### config.mk
export PLATFORM = sky130hd
export DESIGN_NAME = adc_clk_ctl
export DESIGN_NICKNAME = d
export VERILOG_FILES = /design/src/inc/adc_ctl_pkg.sv /design/src/rtl/adc_clk_ctl.sv
export SDC_FILE = /design/constraint.sdc
export NUM_CORES = 1
export LEC_CHECK = 0
export BUFFER_PORTS_ARGS = -buffer_cell sky130_fd_sc_hd__buf_2
export CAP_MARGIN = 5
export CORE_MARGIN = 5
export CORE_UTILIZATION = 65
export CTS_BUF_LIST = sky130_fd_sc_hd__clkbuf_8
export DETAILED_ROUTE_END_ITERATION = 8
export PLACE_DENSITY_LB_ADDON = 0.05
export SETUP_SLACK_MARGIN = 0.05
export SLEW_MARGIN = 10
export SYNTH_ARGS = -nofsm -noshare
export SYNTH_HDL_FRONTEND = slang
export SYNTH_SLANG_ARGS = --single-unit
### constraint.sdc
create_clock -name clock_i -period 6.9 [get_ports clock_i]
set_input_delay 0.345 -clock clock_i [delete_from_list [all_inputs] [get_ports clock_i]]
set_output_delay 0.345 -clock clock_i [all_outputs]
set_load 0.005 [all_outputs]
### src/inc/adc_ctl_pkg.sv
// Constants and types of the converter control plane.
// Assumes one input clock at 250 MHz and registers reached over the 3-wire serial port.
`default_nettype none
package adc_ctl_pkg;
  localparam logic [6:0] REG_CLKDIV = 7'h06;
  localparam logic [6:0] REG_RSVD   = 7'h07;
  localparam logic [6:0] REG_CM     = 7'h08;
  localparam logic [6:0] REG_TIMING = 7'h09;
  localparam logic [6:0] REG_SWRST  = 7'h0a;
  localparam logic [7:0] SWRST_KEY  = 8'h5a;
  localparam logic [7:0] CLKDIV_RST = 8'h00;
  localparam logic [7:0] CM_RST     = 8'h00;
  localparam logic [7:0] TIMING_RST = 8'h80;
  localparam int SYNC_MODE_BIT = 2;
  localparam int RW_BIT        = 15;
  localparam logic [3:0] HDR_LAST   = 4'h7;
  localparam logic [3:0] FRAME_LAST = 4'hf;
  localparam logic [1:0] DIV_2 = 2'b01;
  localparam logic [1:0] DIV_4 = 2'b10;
  localparam logic [1:0] HALF_2 = 2'h1;
  localparam logic [1:0] HALF_4 = 2'h2;
  localparam logic [1:0] SYNC_ACT = 2'h2;
  localparam int LATENCY = 9;
  localparam int CLK_PERIOD_PS = 4000;
  localparam int ALIGN_SAVE_PS = 3400;
  localparam logic [2:0] ALIGN_CYC =
    (ALIGN_SAVE_PS / CLK_PERIOD_PS < 1) ? 3'h1 : 3'(ALIGN_SAVE_PS / CLK_PERIOD_PS);
  localparam logic [3:0] LEAD_BASE = 4'h2;
  localparam logic [10:0] CM_MV [8] = '{11'd900, 11'd1050, 11'd1200, 11'd1350,
                                        11'd900, 11'd750, 11'd600, 11'd450};
  typedef struct packed {
    logic [9:0] chan_b;
    logic [9:0] chan_a;
  } sample_pair_s;
  typedef struct packed {
    logic       chan_b_self_bias_connect;
    logic [2:0] chan_b_cm_level_sel;
    logic       chan_a_self_bias_connect;
    logic [2:0] chan_a_cm_level_sel;
  } cm_cfg_s;
  typedef struct packed {
    logic       aligner_skip;
    logic       half_period_shift;
    logic [2:0] outclk_delay_code;
    logic [2:0] data_delay_code;
  } timing_cfg_s;
  typedef enum logic [2:0] {
    SP_IDLE = 3'b001,
    SP_IN   = 3'b010,
    SP_RD   = 3'b100
  } sport_e;
endpackage : adc_ctl_pkg
`default_nettype wire

### src/rtl/adc_clk_ctl.sv
// Divider, sync, output pipeline and configuration registers of the converter.
// Assumes serial port pins, straps and sync are synchronous to clock_i.
`default_nettype none
module adc_clk_ctl (
  input  wire logic                      clock_i,
  input  wire logic                      rstn_i,
  input  wire logic                      cs_n_i,
  input  wire logic                      sclk_i,
  input  wire logic                      sdio_i,
  output var  logic                      sdio_o,
  output var  logic                      sdio_oe_n_o,
  input  wire logic                      serial_port_disable_pin_i,
  input  wire logic [1:0]                div_strap_i,
  input  wire logic                      power_down_pin_i,
  input  wire logic                      sync_i,
  input  wire logic                      mux_mode_i,
  input  wire adc_ctl_pkg::sample_pair_s adc_sample_i,
  output var  logic                      samp_clk_o,
  output var  adc_ctl_pkg::sample_pair_s data_o,
  output var  logic                      output_clock_o,
  output var  adc_ctl_pkg::cm_cfg_s      cm_o,
  output var  logic [10:0]               chan_a_cm_mv_o,
  output var  logic [10:0]               chan_b_cm_mv_o,
  output var  adc_ctl_pkg::timing_cfg_s  timing_o,
  output var  logic [3:0]                outclk_lead_o
);
  import adc_ctl_pkg::*;

  // ****************************************
  // Serial port
  // ****************************************
  sport_e      sp_q;
  logic        sclk_q;
  logic [3:0]  cnt_q;
  logic [15:0] sh_q;
  logic [7:0]  out_q;
  logic [7:0]  clkdiv_q;
  cm_cfg_s     cm_q;
  timing_cfg_s timing_q;
  logic        pd_q;
  logic        sclk_rise;
  logic        sclk_fall;
  logic        sp_on;
  logic        wr_go;
  logic [6:0]  wr_addr;
  logic [7:0]  wr_data;
  logic [6:0]  rd_addr;
  logic [7:0]  rd_data;
  logic        hw_rst;
  logic        sw_rst;

  assign sclk_rise = sclk_i & ~sclk_q;
  assign sclk_fall = ~sclk_i & sclk_q;
  assign sp_on     = ~cs_n_i & ~serial_port_disable_pin_i;
  assign wr_go     = sp_on && sp_q == SP_IN && sclk_rise && cnt_q == FRAME_LAST;
  assign wr_addr   = sh_q[13:7];
  assign wr_data   = {sh_q[6:0], sdio_i};
  assign rd_addr   = {sh_q[5:0], sdio_i};

  always_comb begin
    case (rd_addr)
      REG_CLKDIV: rd_data = clkdiv_q;
      REG_CM:     rd_data = cm_q;
      REG_TIMING: rd_data = timing_q;
      default:    rd_data = 8'h00;
    endcase
  end

  always_ff @(posedge clock_i or negedge rstn_i) begin
    if (!rstn_i) begin
      sclk_q <= 1'b0;
    end else begin
      sclk_q <= sclk_i;
    end
  end

  always_ff @(posedge clock_i or negedge rstn_i) begin
    if (!rstn_i) begin
      sp_q        <= SP_IDLE;
      cnt_q       <= 4'h0;
      sh_q        <= 16'h0000;
      out_q       <= 8'h00;
      sdio_oe_n_o <= 1'b1;
    end else if (!sp_on) begin
      sp_q        <= SP_IDLE;
      cnt_q       <= 4'h0;
      sdio_oe_n_o <= 1'b1;
    end else begin
      case (sp_q)
        SP_IDLE: begin
          sp_q  <= SP_IN;
          cnt_q <= 4'h0;
        end
        SP_IN: begin
          if (sclk_rise) begin
            sh_q  <= {sh_q[14:0], sdio_i};
            cnt_q <= cnt_q + 4'h1;
            if (cnt_q == HDR_LAST && sh_q[6]) begin
              sp_q        <= SP_RD;
              out_q       <= rd_data;
              sdio_oe_n_o <= 1'b0;
            end else if (cnt_q == FRAME_LAST) begin
              sp_q <= SP_IDLE;
            end
          end
        end
        SP_RD: begin
          if (sclk_fall) begin
            out_q <= {out_q[6:0], 1'b0};
          end
        end
        default: sp_q <= SP_IDLE;
      endcase
    end
  end

  always_ff @(posedge clock_i or negedge rstn_i) begin
    if (!rstn_i) begin
      sdio_o <= 1'b0;
    end else begin
      sdio_o <= out_q[7];
    end
  end

  // ****************************************
  // Configuration registers
  // ****************************************
  assign sw_rst = wr_go && wr_addr == REG_SWRST && wr_data == SWRST_KEY;
  assign hw_rst = serial_port_disable_pin_i & pd_q & ~power_down_pin_i;

  always_ff @(posedge clock_i or negedge rstn_i) begin
    if (!rstn_i) begin
      pd_q <= 1'b0;
    end else begin
      pd_q <= power_down_pin_i;
    end
  end

  always_ff @(posedge clock_i or negedge rstn_i) begin
    if (!rstn_i) begin
      clkdiv_q <= CLKDIV_RST;
      cm_q     <= CM_RST;
      timing_q <= TIMING_RST;
    end else if (sw_rst || hw_rst) begin
      clkdiv_q <= CLKDIV_RST;
      cm_q     <= CM_RST;
      timing_q <= TIMING_RST;
    end else if (wr_go) begin
      // Reserved slot and unmapped writes fall through untouched
      case (wr_addr)
        REG_CLKDIV: clkdiv_q <= wr_data;
        REG_CM:     cm_q     <= wr_data;
        REG_TIMING: timing_q <= wr_data;
        default:    ;
      endcase
    end
  end

  // ****************************************
  // Analog-facing settings
  // ****************************************
  logic [3:0] ph_d;
  logic [3:0] ph_c;

  always_comb begin
    ph_d = {2'b00, timing_q.data_delay_code[1:0]};
    ph_c = {2'b00, timing_q.outclk_delay_code[1:0]};
    if (timing_q.data_delay_code[2]) begin
      ph_d = 4'h0 - ph_d;
    end
    if (timing_q.outclk_delay_code[2]) begin
      ph_c = 4'h0 - ph_c;
    end
  end

  assign cm_o     = cm_q;
  assign timing_o = timing_q;

  always_ff @(posedge clock_i or negedge rstn_i) begin
    if (!rstn_i) begin
      chan_a_cm_mv_o <= CM_MV[0];
      chan_b_cm_mv_o <= CM_MV[0];
      outclk_lead_o  <= LEAD_BASE;
    end else begin
      chan_a_cm_mv_o <= CM_MV[cm_q.chan_a_cm_level_sel];
      chan_b_cm_mv_o <= CM_MV[cm_q.chan_b_cm_level_sel];
      outclk_lead_o  <= ph_d - ph_c + LEAD_BASE;
    end
  end

  // ****************************************
  // Divider and synchronisation
  // ****************************************
  logic [1:0] ratio;
  logic       ratio_none;
  logic [1:0] half;
  logic [1:0] div_q;
  logic [1:0] div_nxt;
  logic       sync_prev_q;
  logic [1:0] sync_cnt_q;
  logic       sync_rise;
  logic       sync_act;
  logic       edge_mode;
  logic       samp_en;

  assign ratio      = serial_port_disable_pin_i ? div_strap_i : clkdiv_q[1:0];
  assign ratio_none = ratio != DIV_2 && ratio != DIV_4;
  assign half       = ratio == DIV_4 ? HALF_4 : HALF_2;
  assign edge_mode  = clkdiv_q[SYNC_MODE_BIT];
  assign sync_rise  = sync_i & ~sync_prev_q;
  assign sync_act   = sync_cnt_q == SYNC_ACT;

  always_comb begin
    if (ratio_none) begin
      div_nxt = 2'h0;
    end else if (sync_act && edge_mode) begin
      div_nxt = 2'h0;
    end else if (sync_act) begin
      div_nxt = div_q;
    end else if (ratio == DIV_2) begin
      div_nxt = {1'b0, ~div_q[0]};
    end else begin
      div_nxt = div_q + 2'h1;
    end
  end

  // Divided clock is high for one cycle as the divider enters the state given by half
  assign samp_en = ratio_none | (div_nxt == half && div_q != half);

  always_ff @(posedge clock_i or negedge rstn_i) begin
    if (!rstn_i) begin
      sync_prev_q <= 1'b0;
      sync_cnt_q  <= 2'h0;
    end else begin
      sync_prev_q <= sync_i;
      if (sync_act || ratio_none) begin
        sync_cnt_q <= 2'h0;
      end else if (sync_cnt_q != 2'h0 || sync_rise) begin
        sync_cnt_q <= sync_cnt_q + 2'h1;
      end
    end
  end

  always_ff @(posedge clock_i or negedge rstn_i) begin
    if (!rstn_i) begin
      div_q      <= 2'h0;
      samp_clk_o <= 1'b0;
    end else begin
      div_q      <= div_nxt;
      samp_clk_o <= samp_en;
    end
  end

  // ****************************************
  // Sample pipeline and output launch
  // ****************************************
  // Output register is the last of the nine stages
  sample_pair_s pipe_q [LATENCY-1];
  sample_pair_s st_q;
  logic         pend_q;
  logic [2:0]   dly_q;
  logic [2:0]   extra;
  logic         half_eff;

  assign half_eff = timing_q.half_period_shift & ~mux_mode_i & ~ratio_none;
  assign extra    = (timing_q.aligner_skip ? 3'h0 : ALIGN_CYC)
                  + (half_eff ? {1'b0, half} : 3'h0);

  always_ff @(posedge clock_i or negedge rstn_i) begin
    if (!rstn_i) begin
      for (int i = 0; i < LATENCY-1; i++) begin
        pipe_q[i] <= '0;
      end
    end else if (samp_en) begin
      pipe_q[0] <= adc_sample_i;
      for (int i = 1; i < LATENCY-1; i++) begin
        pipe_q[i] <= pipe_q[i-1];
      end
    end
  end

  always_ff @(posedge clock_i or negedge rstn_i) begin
    if (!rstn_i) begin
      st_q           <= '0;
      pend_q         <= 1'b0;
      dly_q          <= 3'h0;
      data_o         <= '0;
      output_clock_o <= 1'b0;
    end else begin
      output_clock_o <= 1'b0;
      if (pend_q) begin
        if (dly_q == 3'h0) begin
          data_o         <= st_q;
          output_clock_o <= 1'b1;
          pend_q         <= 1'b0;
        end else begin
          dly_q <= dly_q - 3'h1;
        end
      end
      if (samp_en) begin
        if (extra == 3'h0) begin
          data_o         <= pipe_q[LATENCY-2];
          output_clock_o <= 1'b1;
        end else begin
          st_q   <= pipe_q[LATENCY-2];
          dly_q  <= extra - 3'h1;
          pend_q <= 1'b1;
        end
      end
    end
  end

  logic [3:0] steady_q;
  always_ff @(posedge clock_i or negedge rstn_i) begin
    if (!rstn_i) begin
      steady_q <= 4'h0;
    end else if (!(ratio_none && extra == 3'h0)) begin
      steady_q <= 4'h0;
    end else if (steady_q != 4'hf) begin
      steady_q <= steady_q + 4'h1;
    end
  end
endmodule : adc_clk_ctl
`default_nettype wire

==> results by group <==
Outcome
  • Outcome: finished clean

Critical path
  • Crit path buffers/inverters: 2
  • Most frequent CP cell: ha_1
  • Biggest cell delay along the critical path: 0.47 ns
  • Nature of the critical path startpoint: flip-flop
  • Critical Path AT: between 3 and 4 ns
  • Cell-by-cell listing of the critical path: mux2i_1 > inv_1 > ha_1 > nor4b_1 > ha_1 > ha_1 > inv_1 > ha_1 > ha_1 > o21bai_2 > mux2_2
  • Data required time at the worst endpoint: approximately 7.3 ns
  • CP delay by family, top: adder cells
  • Maximum net fanout on the critical path: 22
  • Critical Path Sink Type: flip-flop
  • Category of the most critical setup path: flip-flop to flip-flop
  • Standard cell with the maximum stage delay on the critical path: ha_1

Synthesis
  • Post-synthesis cell count: 840
  • Commonest register cell after synthesis: dfrtp_1
  • Fraction of the yosys area taken by sequential cells: 0.600
  • Asr flop ratio synth: 1.00
  • Area of the mapped netlist: between 10000 and 15000 um^2
  • Post-synthesis average cell area: 14.5 um^2
  • Number of flops mapped to enable cells by yosys: 0
  • Yosys warning count: 0
  • Flops & latches, synth: ~290
  • Unique cell type count in the Yosys netlist: slightly below 60

GRT
  • Wire length of the first global-routing pass: around 37 mm
  • Number of antenna violations at the first check in global routing: 0
  • Aggregate global routing overflow: 0
  • Pin count of the biggest net entering global routing: about 190
  • Total routing usage reported by global routing: 0.204
  • Via count of the first global-routing pass: approximately 7300

Clocking
  • Clock input transition at the sequential cells of the worst setup and hold paths: ~0.060 ns
  • TritonCTS sink count: 292
  • TritonCTS clock tree: done
  • Clock tree root driver cell: clkbuf_8
  • Clock tree buffer depth: 3
  • Clock network latency to the later pin of the worst-skew pair: ~0.57 ns
  • Number of clock buffers inserted by TritonCTS: 46
  • CTS H-tree lvls: 2

Timing
  • Final Hold Slack: 0.0314 ns
  • RSZ-0062 raised after global routing: false
  • Slew Limit Fails: 0
  • Clock Skew: roughly 0.016 ns
  • Setup violators final: 0
  • Fmax: 0.300 GHz
  • Slew at the pin closest to its max-slew limit: 1.18 ns
  • Final hold vios: 0
  • Sum of negative setup slack: 0 ns
  • Worst-case headroom to the max-slew limit: 0.211
  • Tmin final: between 3 and 4 ns
  • Tcrit/Tclk final: 0.483

Flow run
  • Max-capacitance violation count: 0

Floorplan
  • Overall die height: about 150 um
  • DIE WIDTH: 147 um
  • Area enclosed by the die boundary: between 20000 and 25000 um^2
  • Core box area: about 19000 um^2
  • Initial standard-cell utilization of the core: 0.657
  • Number of top-level pins: 97
  • Row count: 50

Final layout
  • Most common cell after layout, fill and taps aside: dfrtp_1
  • Diode count: 0
  • Final cell area excluding filler cells: ~14000 um^2
  • Post-layout nets: a little over 1000
  • Count of non-filler cells in the finished layout: roughly 1200
  • Area growth from synthesis to layout: 13.7%
  • Most frequent cells in the layout: 280 x dfrtp_1, 223 x mux2_2, 93 x buf_2
  • Fraction of layout cells with a size suffix above 1: 0.405

Routing
  • Via count: just under 7000
  • Final routed wirelength across all metal layers: roughly 21 mm
  • Starting DRT DRC Count: around 330
  • Number of DRC violations after detailed routing: 0
  • Count of nets left with antenna violations after detail routing: 0
  • Post-detailed-route wirelength per cell: roughly 17 um
  • Vias per Instance: 5.64
  • Number of optimization iterations in the first detailed-route pass: 5

Min path
  • Path type of the worst min-delay path: input pin to flip-flop

Power
  • LEAKAGE: 6.40 nW
  • Largest vdd supply drop: between 0.2 and 0.25 mV
  • Pwr/cell area: ~340 nW/um^2

Placed design
  • Port Buffer Count: 94
  • Placed Cells incl. Taps: about 1100
  • Placed inst area: 12800 um^2
  • Final Wtd Congestion: approximately 0.86
  • Hpwl dp: around 14 mm
## worst reg2reg max path: stages (launching register included)
cell,delay [ns]
dfrtp_1,0.40
mux2i_1,0.19
inv_1,0.06
ha_1,0.47
nor4b_1,0.34
ha_1,0.21
ha_1,0.22
inv_1,0.05
ha_1,0.18
ha_1,0.19
o21bai_2,0.47
mux2_2,0.44
## final timing paths
check,slack (ns),from,to,cells after the start
max in group asynchronous,5.10,rstn_i,pipe_q[62],3
min in group asynchronous,0.38,rstn_i,chan_a_cm_mv_o[10],2
min reg2reg,0.45,out_q[7],sdio_o,0
max,3.57,clkdiv_q[1],st_q[16],11
min,0.03,adc_sample_i[14],pipe_q[154],2
max reg2reg,3.57,clkdiv_q[1],st_q[16],11
## cells by family (layout without fill, tap and decap cells)
group,after synthesis,count (layout),synth area share
xor+xnor,4,4,0.00287
flops,292,292,0.600
mux,268,268,0.245
other cells,1,2,0.000307
fa+ha+maj,31,31,0.0324
simple gates,102,102,0.0472
buf+inv,74,232,0.0315
compound gates,68,68,0.0404
## power breakdown
| group | internal [W] | leakage [nW] | total, W | switching [W] |
|---|---|---|---|---|
| Clock | 0.000731 | 0.512 | 0.00136 | 0.000628 |
| Combinational | 0.000546 | 2.32 | 0.000852 | 0.000306 |
| Sequential | 0.00222 | 3.56 | 0.00251 | 0.000293 |
| Total | 0.00350 | 6.40 | 0.00473 | 0.00123 |
## final cells by class
type                            count  area, um^2
Sequential cell                   292        7320
Fill cell                        1188        4700
Multi-Input combinational cell    475        4510
Clock buffer                       56         771
Timing Repair Buffer              119         748
Tap cell                          234         293
Inverter                           36         135
Clock inverter                     21         103
## synth_stat cells (2+ instances only)
master,number,area share
a21o_1,2,0.0012
a21oi_1,13,0.0053
a222oi_1,5,0.0041
a22o_1,9,0.0065
a22oi_1,3,0.0018
and3_1,2,0.0010
and3b_1,2,0.0014
and4b_1,4,0.0033
buf_1,3,0.00092
buf_2,13,0.0053
buf_4,4,0.0025
buf_6,10,0.0092
clkbuf_1,8,0.0025
dfrtp_1,280,0.57
dfstp_2,12,0.026
ha_1,30,0.031
inv_1,36,0.011
mux2_1,16,0.015
mux2_2,223,0.21
mux2i_1,28,0.023
nand2_1,23,0.0071
nand2b_1,4,0.0021
nand3_1,3,0.0012
nand3b_1,3,0.0018
nor2_1,29,0.0089
nor2b_1,6,0.0031
nor3_1,8,0.0033
nor3b_1,3,0.0018
nor4bb_1,4,0.0033
o211ai_1,3,0.0018
o21a_1,3,0.0018
o21ai_0,12,0.0049
o21ai_1,3,0.0012
o21bai_1,3,0.0018
o22a_1,3,0.0022
or2_2,2,0.0010
xnor2_1,2,0.0014
xor2_1,2,0.0014
## state kept, by name (all words and copies together), names as in the netlist, 2 cells and up
name            cells
timing_o            8
chan_b_cm_mv_o     10
outclk_lead_o       4
sync_cnt_q          2
out_q               8
cm_o                8
sh_q               14
sp_q                3
dly_q               3
chan_a_cm_mv_o     10
st_q               20
cnt_q               4
data_o             20
div_q               2
pipe_q            160
clkdiv_q            8
## per-layer routing
metal | vias to the layer above | GRT usage | wire [um]
met5 | - | 0 | 0
met4 | 0 | 0.0727 | 432
met3 | 38 | 0.0349 | 903
met2 | 172 | 0.320 | 10000
met1 | 3493 | 0.293 | 9680
li1 | 3245 | - | -
## through the flow
| step | total power, W | setup WS [ns] | util |
|---|---|---|---|
| after global placement | 0.00330 | 3.44 | 0.688 |
| after detailed placement | 0.00340 | 3.33 | 0.688 |
| final | 0.00473 | 3.57 | 0.747 |
| after CTS | 0.00479 | 3.56 | 0.747 |
| after floorplan | 0.00310 | 3.97 | - |
| after global routing | 0.00501 | 3.33 | 0.747 |
## timing repair
item	4_1_cts	5_1_grt
hold buffers	22	0
setup buffers	0	0
endpoints found under the setup margin	0	0
endpoints found under the hold margin	115	0
resized for setup	0	0
Note: power is estimated with default switching activity, not from simulation.
